`src/rtl/cmps_pkg.sv`:
```
package cmps_pkg;

	// Execution modes, encoded in the mode field
	typedef enum logic [2:0] {
		MODE_APP,
		MODE_SUP,
		MODE_INTERRUPT_LEVEL_0_MODE,
		MODE_INTERRUPT_LEVEL_1_MODE,
		MODE_INTERRUPT_LEVEL_2_MODE,
		MODE_INTERRUPT_LEVEL_3_MODE,
		MODE_EXC,
		MODE_NMI
	} cmps_mode_t;

	// Status word, upper half first
	typedef struct packed {
		logic [3:0]  rsv_hi;   // Reserved, read zero
		logic        dm;       // Debug mask
		logic        d;        // Debug state
		logic        rsv_25;   // Reserved
		cmps_mode_t  mode;     // Current mode
		logic        em;       // Exception mask
		logic [3:0]  imask;    // Level masks, bit n masks level n
		logic        gm;       // Global interrupt mask
		logic        r;        // Further control bit
		logic        t;        // Scratch bit
		logic [7:0]  rsv_lo;   // Reserved, read zero
		logic        l;        // Lock
		logic        q;        // Saturation
		logic        v;        // Overflow
		logic        n;        // Sign
		logic        z;        // Zero
		logic        c;        // Carry
	} cmps_status_t;

	// Pending mode requests
	typedef struct packed {
		logic       nmi;       // Non-maskable interrupt
		logic       exc;       // Exception
		logic [3:0] irq;       // Interrupt levels 3..0
	} cmps_req_t;

	// System register byte addresses
	localparam logic [9:0]  SR_ADDR       = 10'h000;
	localparam logic [9:0]  DBG_RSR_ADDR  = 10'h030;
	localparam logic [9:0]  DBG_RAR_ADDR  = 10'h050;
	// Reset: supervisor mode, global and exception masks set, low half zero
	localparam logic [31:0] STATUS_RESET  = 32'h0061_0000;
	localparam logic [31:0] STATUS_WMASK  = 32'h0DFF_C03F;
	localparam logic [31:0] PC_RESET      = 32'h0000_0000;
	// Register file indices
	localparam logic [3:0]  IDX_SP        = 4'hD;
	localparam logic [3:0]  IDX_LR        = 4'hE;
	localparam logic [3:0]  IDX_PC        = 4'hF;
	localparam int          NUM_GPR       = 13;
	// Rank given to modes without a priority
	localparam logic [2:0]  RANK_NONE     = 3'h7;

endpackage

```
`src/rtl/cmps_core.sv`:
```
`timescale 1ns/1ps
`default_nettype none
module cmps_core
	import cmps_pkg::*;
(
	input  wire logic         clk_in,
	input  wire logic         rstn_in,
	input  wire cmps_req_t    req_in,
	input  wire logic         scall_in,
	input  wire logic         ret_in,
	input  wire logic [31:0]  ret_status_in,
	input  wire logic         dbg_enter_in,
	input  wire logic         retd_in,
	input  wire logic         priv_instr_in,
	input  wire logic         prot_access_in,
	input  wire logic         flags_we_in,
	input  wire logic [4:0]   flags_in,
	input  wire logic         sysreg_rd_in,
	input  wire logic         sysreg_wr_in,
	input  wire logic [9:0]   sysreg_addr_in,
	input  wire logic [31:0]  sysreg_wdata_in,
	input  wire logic         rf_we_in,
	input  wire logic [3:0]   rf_widx_in,
	input  wire logic [31:0]  rf_wdata_in,
	input  wire logic [3:0]   rf_ridx_in,
	output logic [31:0]       sysreg_rdata_out,
	output logic              sysreg_err_out,
	output logic              priv_fault_out,
	output logic              prot_fault_out,
	output logic [31:0]       rf_rdata_out,
	output logic [31:0]       status_out,
	output logic              privileged_out,
	output logic              take_out,
	output cmps_mode_t        take_mode_out
);

	// Architectural state
	cmps_status_t   status, next_status;            // Status word
	logic [31:0]    dbg_status, next_dbg_status;    // Status saved on debug entry
	logic [31:0]    dbg_addr, next_dbg_addr;        // Return address for debug exit
	logic [31:0]    gpr [NUM_GPR], next_gpr [NUM_GPR]; // General registers
	logic [31:0]    pc, next_pc;                    // Program counter
	logic [31:0]    lr, next_lr;                    // Link register
	logic [31:0]    app_stack_pointer, next_app_stack_pointer;            // Application stack pointer
	logic [31:0]    system_stack_pointer, next_system_stack_pointer;            // System stack pointer
	// Decode helpers
	logic           priv;                   // Privileged now
	logic           enter_dbg, leave_dbg;   // Debug entry and exit this cycle
	logic           take;                   // Mode pre-empted this cycle
	cmps_mode_t     best;                   // Highest pending mode
	logic           best_vld;
	logic [31:0]    next_rdata, next_rf_rdata;
	// Priority rank, smaller is stronger
	function automatic logic [2:0] rank(input cmps_mode_t m);
		case (m)
			MODE_NMI:  rank = 3'h1;
			MODE_EXC:  rank = 3'h2;
			MODE_INTERRUPT_LEVEL_3_MODE: rank = 3'h3;
			MODE_INTERRUPT_LEVEL_2_MODE: rank = 3'h4;
			MODE_INTERRUPT_LEVEL_1_MODE: rank = 3'h5;
			MODE_INTERRUPT_LEVEL_0_MODE: rank = 3'h6;
			default:   rank = RANK_NONE;
		endcase
	endfunction
	// privilege decode
	// Debug state counts as privileged whatever the mode field says
	assign priv      = (status.mode != MODE_APP) || status.d;
	assign enter_dbg = dbg_enter_in && !status.d;
	assign leave_dbg = retd_in && status.d;
	// Pick the strongest pending request; masked levels do not compete
	always_comb
	begin
		best     = MODE_INTERRUPT_LEVEL_0_MODE;
		best_vld = 1'b1;
		if (req_in.nmi) best = MODE_NMI;
		else if (req_in.exc) best = MODE_EXC;
		else if (req_in.irq[3] && !status.gm && !status.imask[3]) best = MODE_INTERRUPT_LEVEL_3_MODE;
		else if (req_in.irq[2] && !status.gm && !status.imask[2]) best = MODE_INTERRUPT_LEVEL_2_MODE;
		else if (req_in.irq[1] && !status.gm && !status.imask[1]) best = MODE_INTERRUPT_LEVEL_1_MODE;
		else if (req_in.irq[0] && !status.gm && !status.imask[0]) best = MODE_INTERRUPT_LEVEL_0_MODE;
		else best_vld = 1'b0;
	end
	assign take = best_vld && (rank(best) < rank(status.mode));
	// Status and debug save registers, next values
	// Debug entry beats everything so a monitor always gets control
	always_comb
	begin
		next_status     = status;
		next_dbg_status = dbg_status;
		next_dbg_addr   = dbg_addr;
		if (enter_dbg)
		begin
			next_dbg_status    = status;
			next_dbg_addr      = pc;
			next_status.d      = 1'b1;
			next_status.imask  = 4'hF;
		end
		else if (leave_dbg)
		begin
			next_status = cmps_status_t'(dbg_status);
		end
		else if (take)
		begin
			next_status.mode = best;
		end
		else if (scall_in && (status.mode == MODE_APP || status.mode == MODE_SUP))
		begin
			next_status.mode = MODE_SUP;
		end
		else if (ret_in && priv)
		begin
			// Return pops the stacked word
			next_status = cmps_status_t'(ret_status_in & STATUS_WMASK);
		end
		else if (sysreg_wr_in && priv)
		begin
			case (sysreg_addr_in)
				SR_ADDR:      next_status     = cmps_status_t'(sysreg_wdata_in & STATUS_WMASK);
				DBG_RSR_ADDR: next_dbg_status = sysreg_wdata_in & STATUS_WMASK;
				DBG_RAR_ADDR: next_dbg_addr   = sysreg_wdata_in;
				default:      next_dbg_addr   = dbg_addr;
			endcase
		end
		else if (flags_we_in)
		begin
			// condition flags from the datapath, any mode
			{next_status.q, next_status.v, next_status.n, next_status.z, next_status.c} =
				flags_in;
		end
	end
	// Status registers
	always_ff @(posedge clk_in or negedge rstn_in)
	begin
		if (!rstn_in)
		begin
			status     <= cmps_status_t'(STATUS_RESET);
			dbg_status <= STATUS_RESET;
			dbg_addr   <= PC_RESET;
		end
		else
		begin
			status     <= next_status;
			dbg_status <= next_dbg_status;
			dbg_addr   <= next_dbg_addr;
		end
	end
	// Register file next values
	// Debug exit reloads the program counter from the saved address
	always_comb
	begin
		for (int i = 0; i < NUM_GPR; i++)
			next_gpr[i] = gpr[i];
		next_pc     = pc;
		next_lr     = lr;
		next_app_stack_pointer = app_stack_pointer;
		next_system_stack_pointer = system_stack_pointer;
		if (leave_dbg)
			next_pc = dbg_addr;
		else if (rf_we_in)
		begin
			case (rf_widx_in)
				IDX_PC:  next_pc = rf_wdata_in;
				IDX_LR:  next_lr = rf_wdata_in;
				IDX_SP:
				begin
					if (priv)
						next_system_stack_pointer = rf_wdata_in;
					else
						next_app_stack_pointer = rf_wdata_in;
				end
				default: next_gpr[rf_widx_in] = rf_wdata_in;
			endcase
		end
	end
	// Register file
	always_ff @(posedge clk_in or negedge rstn_in)
	begin
		if (!rstn_in)
		begin
			for (int i = 0; i < NUM_GPR; i++)
				gpr[i] <= 32'h0000_0000;
			pc     <= PC_RESET;
			lr     <= 32'h0000_0000;
			app_stack_pointer <= 32'h0000_0000;
			system_stack_pointer <= 32'h0000_0000;
		end
		else
		begin
			for (int i = 0; i < NUM_GPR; i++)
				gpr[i] <= next_gpr[i];
			pc     <= next_pc;
			lr     <= next_lr;
			app_stack_pointer <= next_app_stack_pointer;
			system_stack_pointer <= next_system_stack_pointer;
		end
	end
	// Read data, next values
	// Refused or unmapped reads return zero rather than stale data
	always_comb
	begin
		next_rdata = 32'h0000_0000;
		if (sysreg_rd_in && priv)
		begin
			case (sysreg_addr_in)
				SR_ADDR:      next_rdata = status;
				DBG_RSR_ADDR: next_rdata = dbg_status;
				DBG_RAR_ADDR: next_rdata = dbg_addr;
				default:      next_rdata = 32'h0000_0000;
			endcase
		end
		case (rf_ridx_in)
			IDX_PC:  next_rf_rdata = pc;
			IDX_LR:  next_rf_rdata = lr;
			IDX_SP:  next_rf_rdata = priv ? system_stack_pointer : app_stack_pointer;
			default: next_rf_rdata = gpr[rf_ridx_in];
		endcase
	end
	// Output registers
	always_ff @(posedge clk_in or negedge rstn_in)
	begin
		if (!rstn_in)
		begin
			sysreg_rdata_out <= 32'h0000_0000;
			sysreg_err_out   <= 1'b0;
			priv_fault_out   <= 1'b0;
			prot_fault_out   <= 1'b0;
			rf_rdata_out     <= 32'h0000_0000;
			take_out         <= 1'b0;
			take_mode_out    <= MODE_APP;
		end
		else
		begin
			sysreg_rdata_out <= next_rdata;
			sysreg_err_out   <= (sysreg_rd_in || sysreg_wr_in) && !priv;
			priv_fault_out   <= (priv_instr_in || (retd_in && !status.d)) && !priv;
			prot_fault_out   <= prot_access_in && !priv;
			rf_rdata_out     <= next_rf_rdata;
			take_out         <= take && !enter_dbg && !leave_dbg;
			take_mode_out    <= best;
		end
	end

	assign status_out     = status;
	assign privileged_out = priv;

	logic seen_edge;                        // Low only in first cycle after reset
	always_ff @(posedge clk_in or negedge rstn_in)
	begin
		if (!rstn_in)
			seen_edge <= 1'b0;
		else
			seen_edge <= 1'b1;
	end
endmodule
`default_nettype wire

```
`config.mk`:
```
export PLATFORM = sky130hd
export DESIGN_NAME = cmps_core
export DESIGN_NICKNAME = d
export VERILOG_FILES = /design/src/rtl/cmps_pkg.sv /design/src/rtl/cmps_core.sv
export SDC_FILE = /design/constraint.sdc
export NUM_CORES = 1
export LEC_CHECK = 0
export ABC_AREA = 0
export BUFFER_PORTS_ARGS = -buffer_cell sky130_fd_sc_hd__buf_2
export CAP_MARGIN = 20
export CORE_ASPECT_RATIO = 1.75
export CORE_MARGIN = 2
export CORE_UTILIZATION = 60
export CTS_CLUSTER_SIZE = 25
export DETAILED_ROUTE_END_ITERATION = 6
export PLACE_DENSITY = 0.8
export SLEW_MARGIN = 20
export SYNTH_ARGS = -nofsm -noshare
export SYNTH_HDL_FRONTEND = slang
export SYNTH_SLANG_ARGS = --single-unit
```
`constraint.sdc`:
```
create_clock -name clk_in -period 3.6 [get_ports clk_in]
set_input_delay 0.36 -clock clk_in [delete_from_list [all_inputs] [get_ports clk_in]]
set_output_delay 0.36 -clock clk_in [all_outputs]
set_load 0.05 [all_outputs]
```
==> reports/results.md <==
## Placement
* 227 — PortBufs
* 59,600 µm — half-perimeter wire length after placement
* 0.912 — gp weighted congestion

## Critical path
* 0.62 ns — Crit path largest cell delay
* 9 — critical path fanouts, max
* sky130_fd_sc_hd__dfstp_2 — cell with the largest stage delay on the worst path
* 0.52 ns — worst reg2reg setup slack
* 4.10 ns — required time at the endpoint of the critical path
* flip-flop to flip-flop — category of the critical setup timing path
* flip-flop — CP Launch Type
* 3.58 ns — arrival time of data at the critical path endpoint
* compound AO/OA/AOI/OAI gates — kind of cell adding the most delay to the critical path
* 1 — CP Buf/Inv Count
* nor2_1 -> a31oi_1 -> ha_1 -> a21oi_1 -> o21ai_0 -> a221oi_2 -> buf_4 -> a211oi_4 -> o21ai_4 -> mux2_2 — cell-by-cell listing of the critical path
* flip-flop — crit path capture type

## Route
* met5 — max layer used
* 22,100 — routed via count
* 7 — Initial DRT Pass Iterations
* 1,972 — Detailed Route Iter0 Violations
* 33,500 µm — met1 layer wirelength in the final routing
* 3 — DRC viols
* 46,500 µm — metal2 WL
* 4990 µm — amount of wire on met3 after detailed routing
* 6.49 — via/cell ratio
* 0 — Routed Antenna Nets
* 90,100 µm — wire length reported by the detailed router
* 26.5 µm — per-cell routed wire length

## Logic synthesis
* 2,638 — Net Count, Synth
* sky130_fd_sc_hd__dfrtp_1 — flip-flop cell with the highest count after synthesis
* 711 — synthesis-stage register bit count
* 0 — number of synthesized flops with an enable pin
* 0.0323 mm² — area of the mapped netlist
* 55.1% — sequential element share of the synthesized area
* 12.9 µm² — average cell area after synthesis
* 66 — Yosys cell types
* 2,499 — Gate Count Post-Synth
* 0 — number of warnings printed during yosys synthesis
* 100% — async set-reset flop share out of synthesis

## Power and ir drop
* 0.0165 µW — Leakage Power
* 27.1% — Clk pwr share
* 18,000 µW — design internal power
* 46.4% — portion of total power attributed to sequential cells
* 721 mW/mm² — pwr/cell area
* 26.5% — share of power burned in combinational logic
* 31.8% — proportion of total power due to net switching
* 0.460 mV — peak supply drop
* 8410 µW — net switching component of the power

## STA
* 0.0172 ns — Final Hold Slack
* 0 — final setup violation count
* 3.08 ns — min cycle time layout
* 0.997 ns — worst-margin pin slew
* 0 — count of endpoints failing hold in the final timing report
* false — unrepaired setup endpoints after global routing
* 0.325 GHz — fmax
* 85.5% — portion of the clock cycle consumed by the worst path in the final layout
* 0.0219 ns — Clock Skew
* 0 — Final Slew Violations
* 0 ns — Setup TNS Final
* 33.6% — Slew HR

## Floorplanning
* 112 — Std-Cell Rows
* 179 µm — horizontal die dimension
* 60.7% — starting density of the core
* 311 µm — Die Span Y
* 0.0558 mm² — floorplan die area
* 241 — I/O pin count
* 0.0533 mm² — Floorplan Core Area

## Global routing
* 114 — largest net degree at the start of global routing
* 32.2% — total global-route track usage
* 139,000 µm — wire length of the first global-routing pass
* 0 — Remaining Overflow, GRT
* 8 — initial antenna violation count
* 23,400 — via count of the first global-routing pass

## Clock network
* 0.07 ns — Clk pin slew, worst setup/hold paths
* 2 — CTS H-tree lvls
* 711 — clock net sink count
* sky130_fd_sc_hd__clkbuf_16 — CTS Root Cell
* 3 — Clock Path Buffers
* yes — CTS tree
* 60 — cts bufs inserted
* 0.64 ns — worst-skew pair later-pin latency
* 0 — post-CTS setup buffer count

## Status
* complete, but fails checks — result of the run
* DRC — violations in the final reports

## Finish
* 2,807 — total number of nets in the final design
* 40.8% — share of layout cells above drive strength 1
* 13.5% — Area growth syn-to-layout
* 3,709 — number of filler instances in the final layout

## Run
* 0 — number of maximum-capacitance violations

## Min path
* input pin to flip-flop — kind of path behind the tightest hold check

## final timing paths
check | start | to | depth (start not counted)
max | status_out[16] | status_out[27] | 10
min | req_in[5] | take_mode_out[0] | 2
max reg2reg | status_out[16] | status_out[27] | 10
min reg2reg | app_stack_pointer[4] | app_stack_pointer[4] | 1
max in group asynchronous | rstn_in | gpr[290] | 3
min in group asynchronous | rstn_in | gpr[188] | 2
## state kept, by name (all words and copies together) (netlist names), 3 cells and up
| name | flops |
|---|---|
| app_stack_pointer | 32 |
| dbg_addr | 32 |
| dbg_status | 32 |
| gpr | 416 |
| lr | 32 |
| pc | 32 |
| rf_rdata_out | 32 |
| status_out | 32 |
| sysreg_rdata_out | 32 |
| system_stack_pointer | 32 |
| take_mode_out | 3 |
## worst reg2reg max path, cell delays in order, from the launching register on
cell,delay (ns)
sky130_fd_sc_hd__dfstp_2,0.62
sky130_fd_sc_hd__nor2_1,0.10
sky130_fd_sc_hd__a31oi_1,0.21
sky130_fd_sc_hd__ha_1,0.30
sky130_fd_sc_hd__a21oi_1,0.16
sky130_fd_sc_hd__o21ai_0,0.17
sky130_fd_sc_hd__a221oi_2,0.34
sky130_fd_sc_hd__buf_4,0.18
sky130_fd_sc_hd__a211oi_4,0.07
sky130_fd_sc_hd__o21ai_4,0.39
sky130_fd_sc_hd__mux2_2,0.40
## final cells by class
cell class	instances	area, µm²	share of cell area (%)
Antenna cell	3	7.51	0.0205
Tap cell	684	856	2.33
Inverter	17	63.8	0.174
Timing Repair Buffer	320	2040	5.56
Multi-Input combinational cell	1558	13700	37.4
Clock inverter	29	444	1.21
Sequential cell	711	17800	48.5
Clock buffer	85	1760	4.79
## cells in the mapped netlist, drive strengths merged (4+ instances only)
cell / instances / area [µm²]
a21boi: 5 / 48.8
nor2: 130 / 488
and2: 4 / 25.0
a31oi: 35 / 219
dfrtp: 705 / 17600
o32ai: 4 / 35.0
o22a: 28 / 245
nor3b: 4 / 30.0
mux2: 580 / 6530
nand2b: 11 / 68.8
a2bb2oi: 4 / 35.0
nor4b: 4 / 77.6
o22ai: 29 / 181
nand2: 243 / 915
nor3: 7 / 35.0
a222oi: 32 / 320
dfstp: 6 / 158
mux4: 64 / 1440
nand3: 7 / 35.0
buf: 52 / 270
inv: 17 / 63.8
nor2b: 37 / 231
clkbuf: 161 / 604
mux2i: 79 / 791
a221oi: 66 / 584
o21ai: 37 / 200
a22o: 13 / 114
a211oi: 34 / 273
a21oi: 71 / 355
nor4: 4 / 70.1
## per-stage QoR
stage          total power (µW)  cell area (µm²)  util [%]  cells  setup slack [ns]
6_report                  26400            36700      68.9   3407             0.522
4_1_cts                   26500            36700      68.8   3404             0.147
3_5_place_dp              19300            34400      64.7   3287             0.155
3_3_place_gp              18800            34400      64.7   3287             0.317
5_1_grt                   27600            36700      68.9   3405             0.366
2_1_floorplan             16900            32300         -   2499             0.569
## routing by layer
metal | track usage [%] | up-vias
li1 | - | 9464
met5 | 0 | -
met4 | 16.7 | 12
met2 | 55.7 | 883
met3 | 4.48 | 278
met1 | 39.2 | 11500
## cells in the final DEF (no fill, tap or decap), types with 4 or more instances in the layout
master                      Yosys  final
sky130_fd_sc_hd__dfrtp_1      705    705
sky130_fd_sc_hd__mux2_2       578    578
sky130_fd_sc_hd__nand2_1      242    241
sky130_fd_sc_hd__buf_2         15    223
sky130_fd_sc_hd__nor2_1       130    125
sky130_fd_sc_hd__mux2i_1       79     79
sky130_fd_sc_hd__buf_4          2     78
sky130_fd_sc_hd__a21oi_1       71     71
sky130_fd_sc_hd__a221oi_1      65     65
sky130_fd_sc_hd__mux4_2        64     64
sky130_fd_sc_hd__clkbuf_16      0     60
sky130_fd_sc_hd__nor2b_1       37     37
sky130_fd_sc_hd__a31oi_1       35     35
sky130_fd_sc_hd__o21ai_0       33     33
sky130_fd_sc_hd__a211oi_1      32     32
sky130_fd_sc_hd__a222oi_1      32     32
sky130_fd_sc_hd__o22ai_1       29     29
sky130_fd_sc_hd__o22a_1        28     28
sky130_fd_sc_hd__inv_1         16     16
sky130_fd_sc_hd__clkbuf_8       0     16
sky130_fd_sc_hd__buf_12         0     14
sky130_fd_sc_hd__a22o_1        13     13
sky130_fd_sc_hd__nand2b_1      11     10
sky130_fd_sc_hd__clkinv_2       0     10
sky130_fd_sc_hd__bufinv_16      0     10
sky130_fd_sc_hd__clkbuf_1     161      9
sky130_fd_sc_hd__nor3_1         7      6
sky130_fd_sc_hd__dfstp_2        6      6
sky130_fd_sc_hd__nor2_4         0      5
sky130_fd_sc_hd__a2bb2oi_1      4      4
sky130_fd_sc_hd__a21boi_0       4      4
sky130_fd_sc_hd__o32ai_1        4      4
sky130_fd_sc_hd__nand3_2        0      4
## repair_timing
action	4_1_cts	5_1_grt
hold endpoints to repair	85	0
hold buffers	3	0
resized for setup	0	0
## kinds of logic after synthesis
| kind of cell | after synthesis | synth area share, % |
|---|---|---|
| multiplexers | 723 | 27.1 |
| AO/OA/AOI/OAI | 371 | 8.44 |
| AND/OR/NAND/NOR | 462 | 6.40 |
| flip-flops | 711 | 55.1 |
| adder cells (fa/ha/maj) | 2 | 0.0774 |
| buffers and inverters | 230 | 2.90 |
## power groups by stage
stage	clock network (µW)	logic [µW]	registers [µW]
floorplan	0	4530	12400
global placement	0	6690	12100
detailed placement	0	6970	12300
CTS	7250	7040	12200
global route	7540	7530	12500
finish	7160	7020	12300
Power figures use the tool's default switching activity.
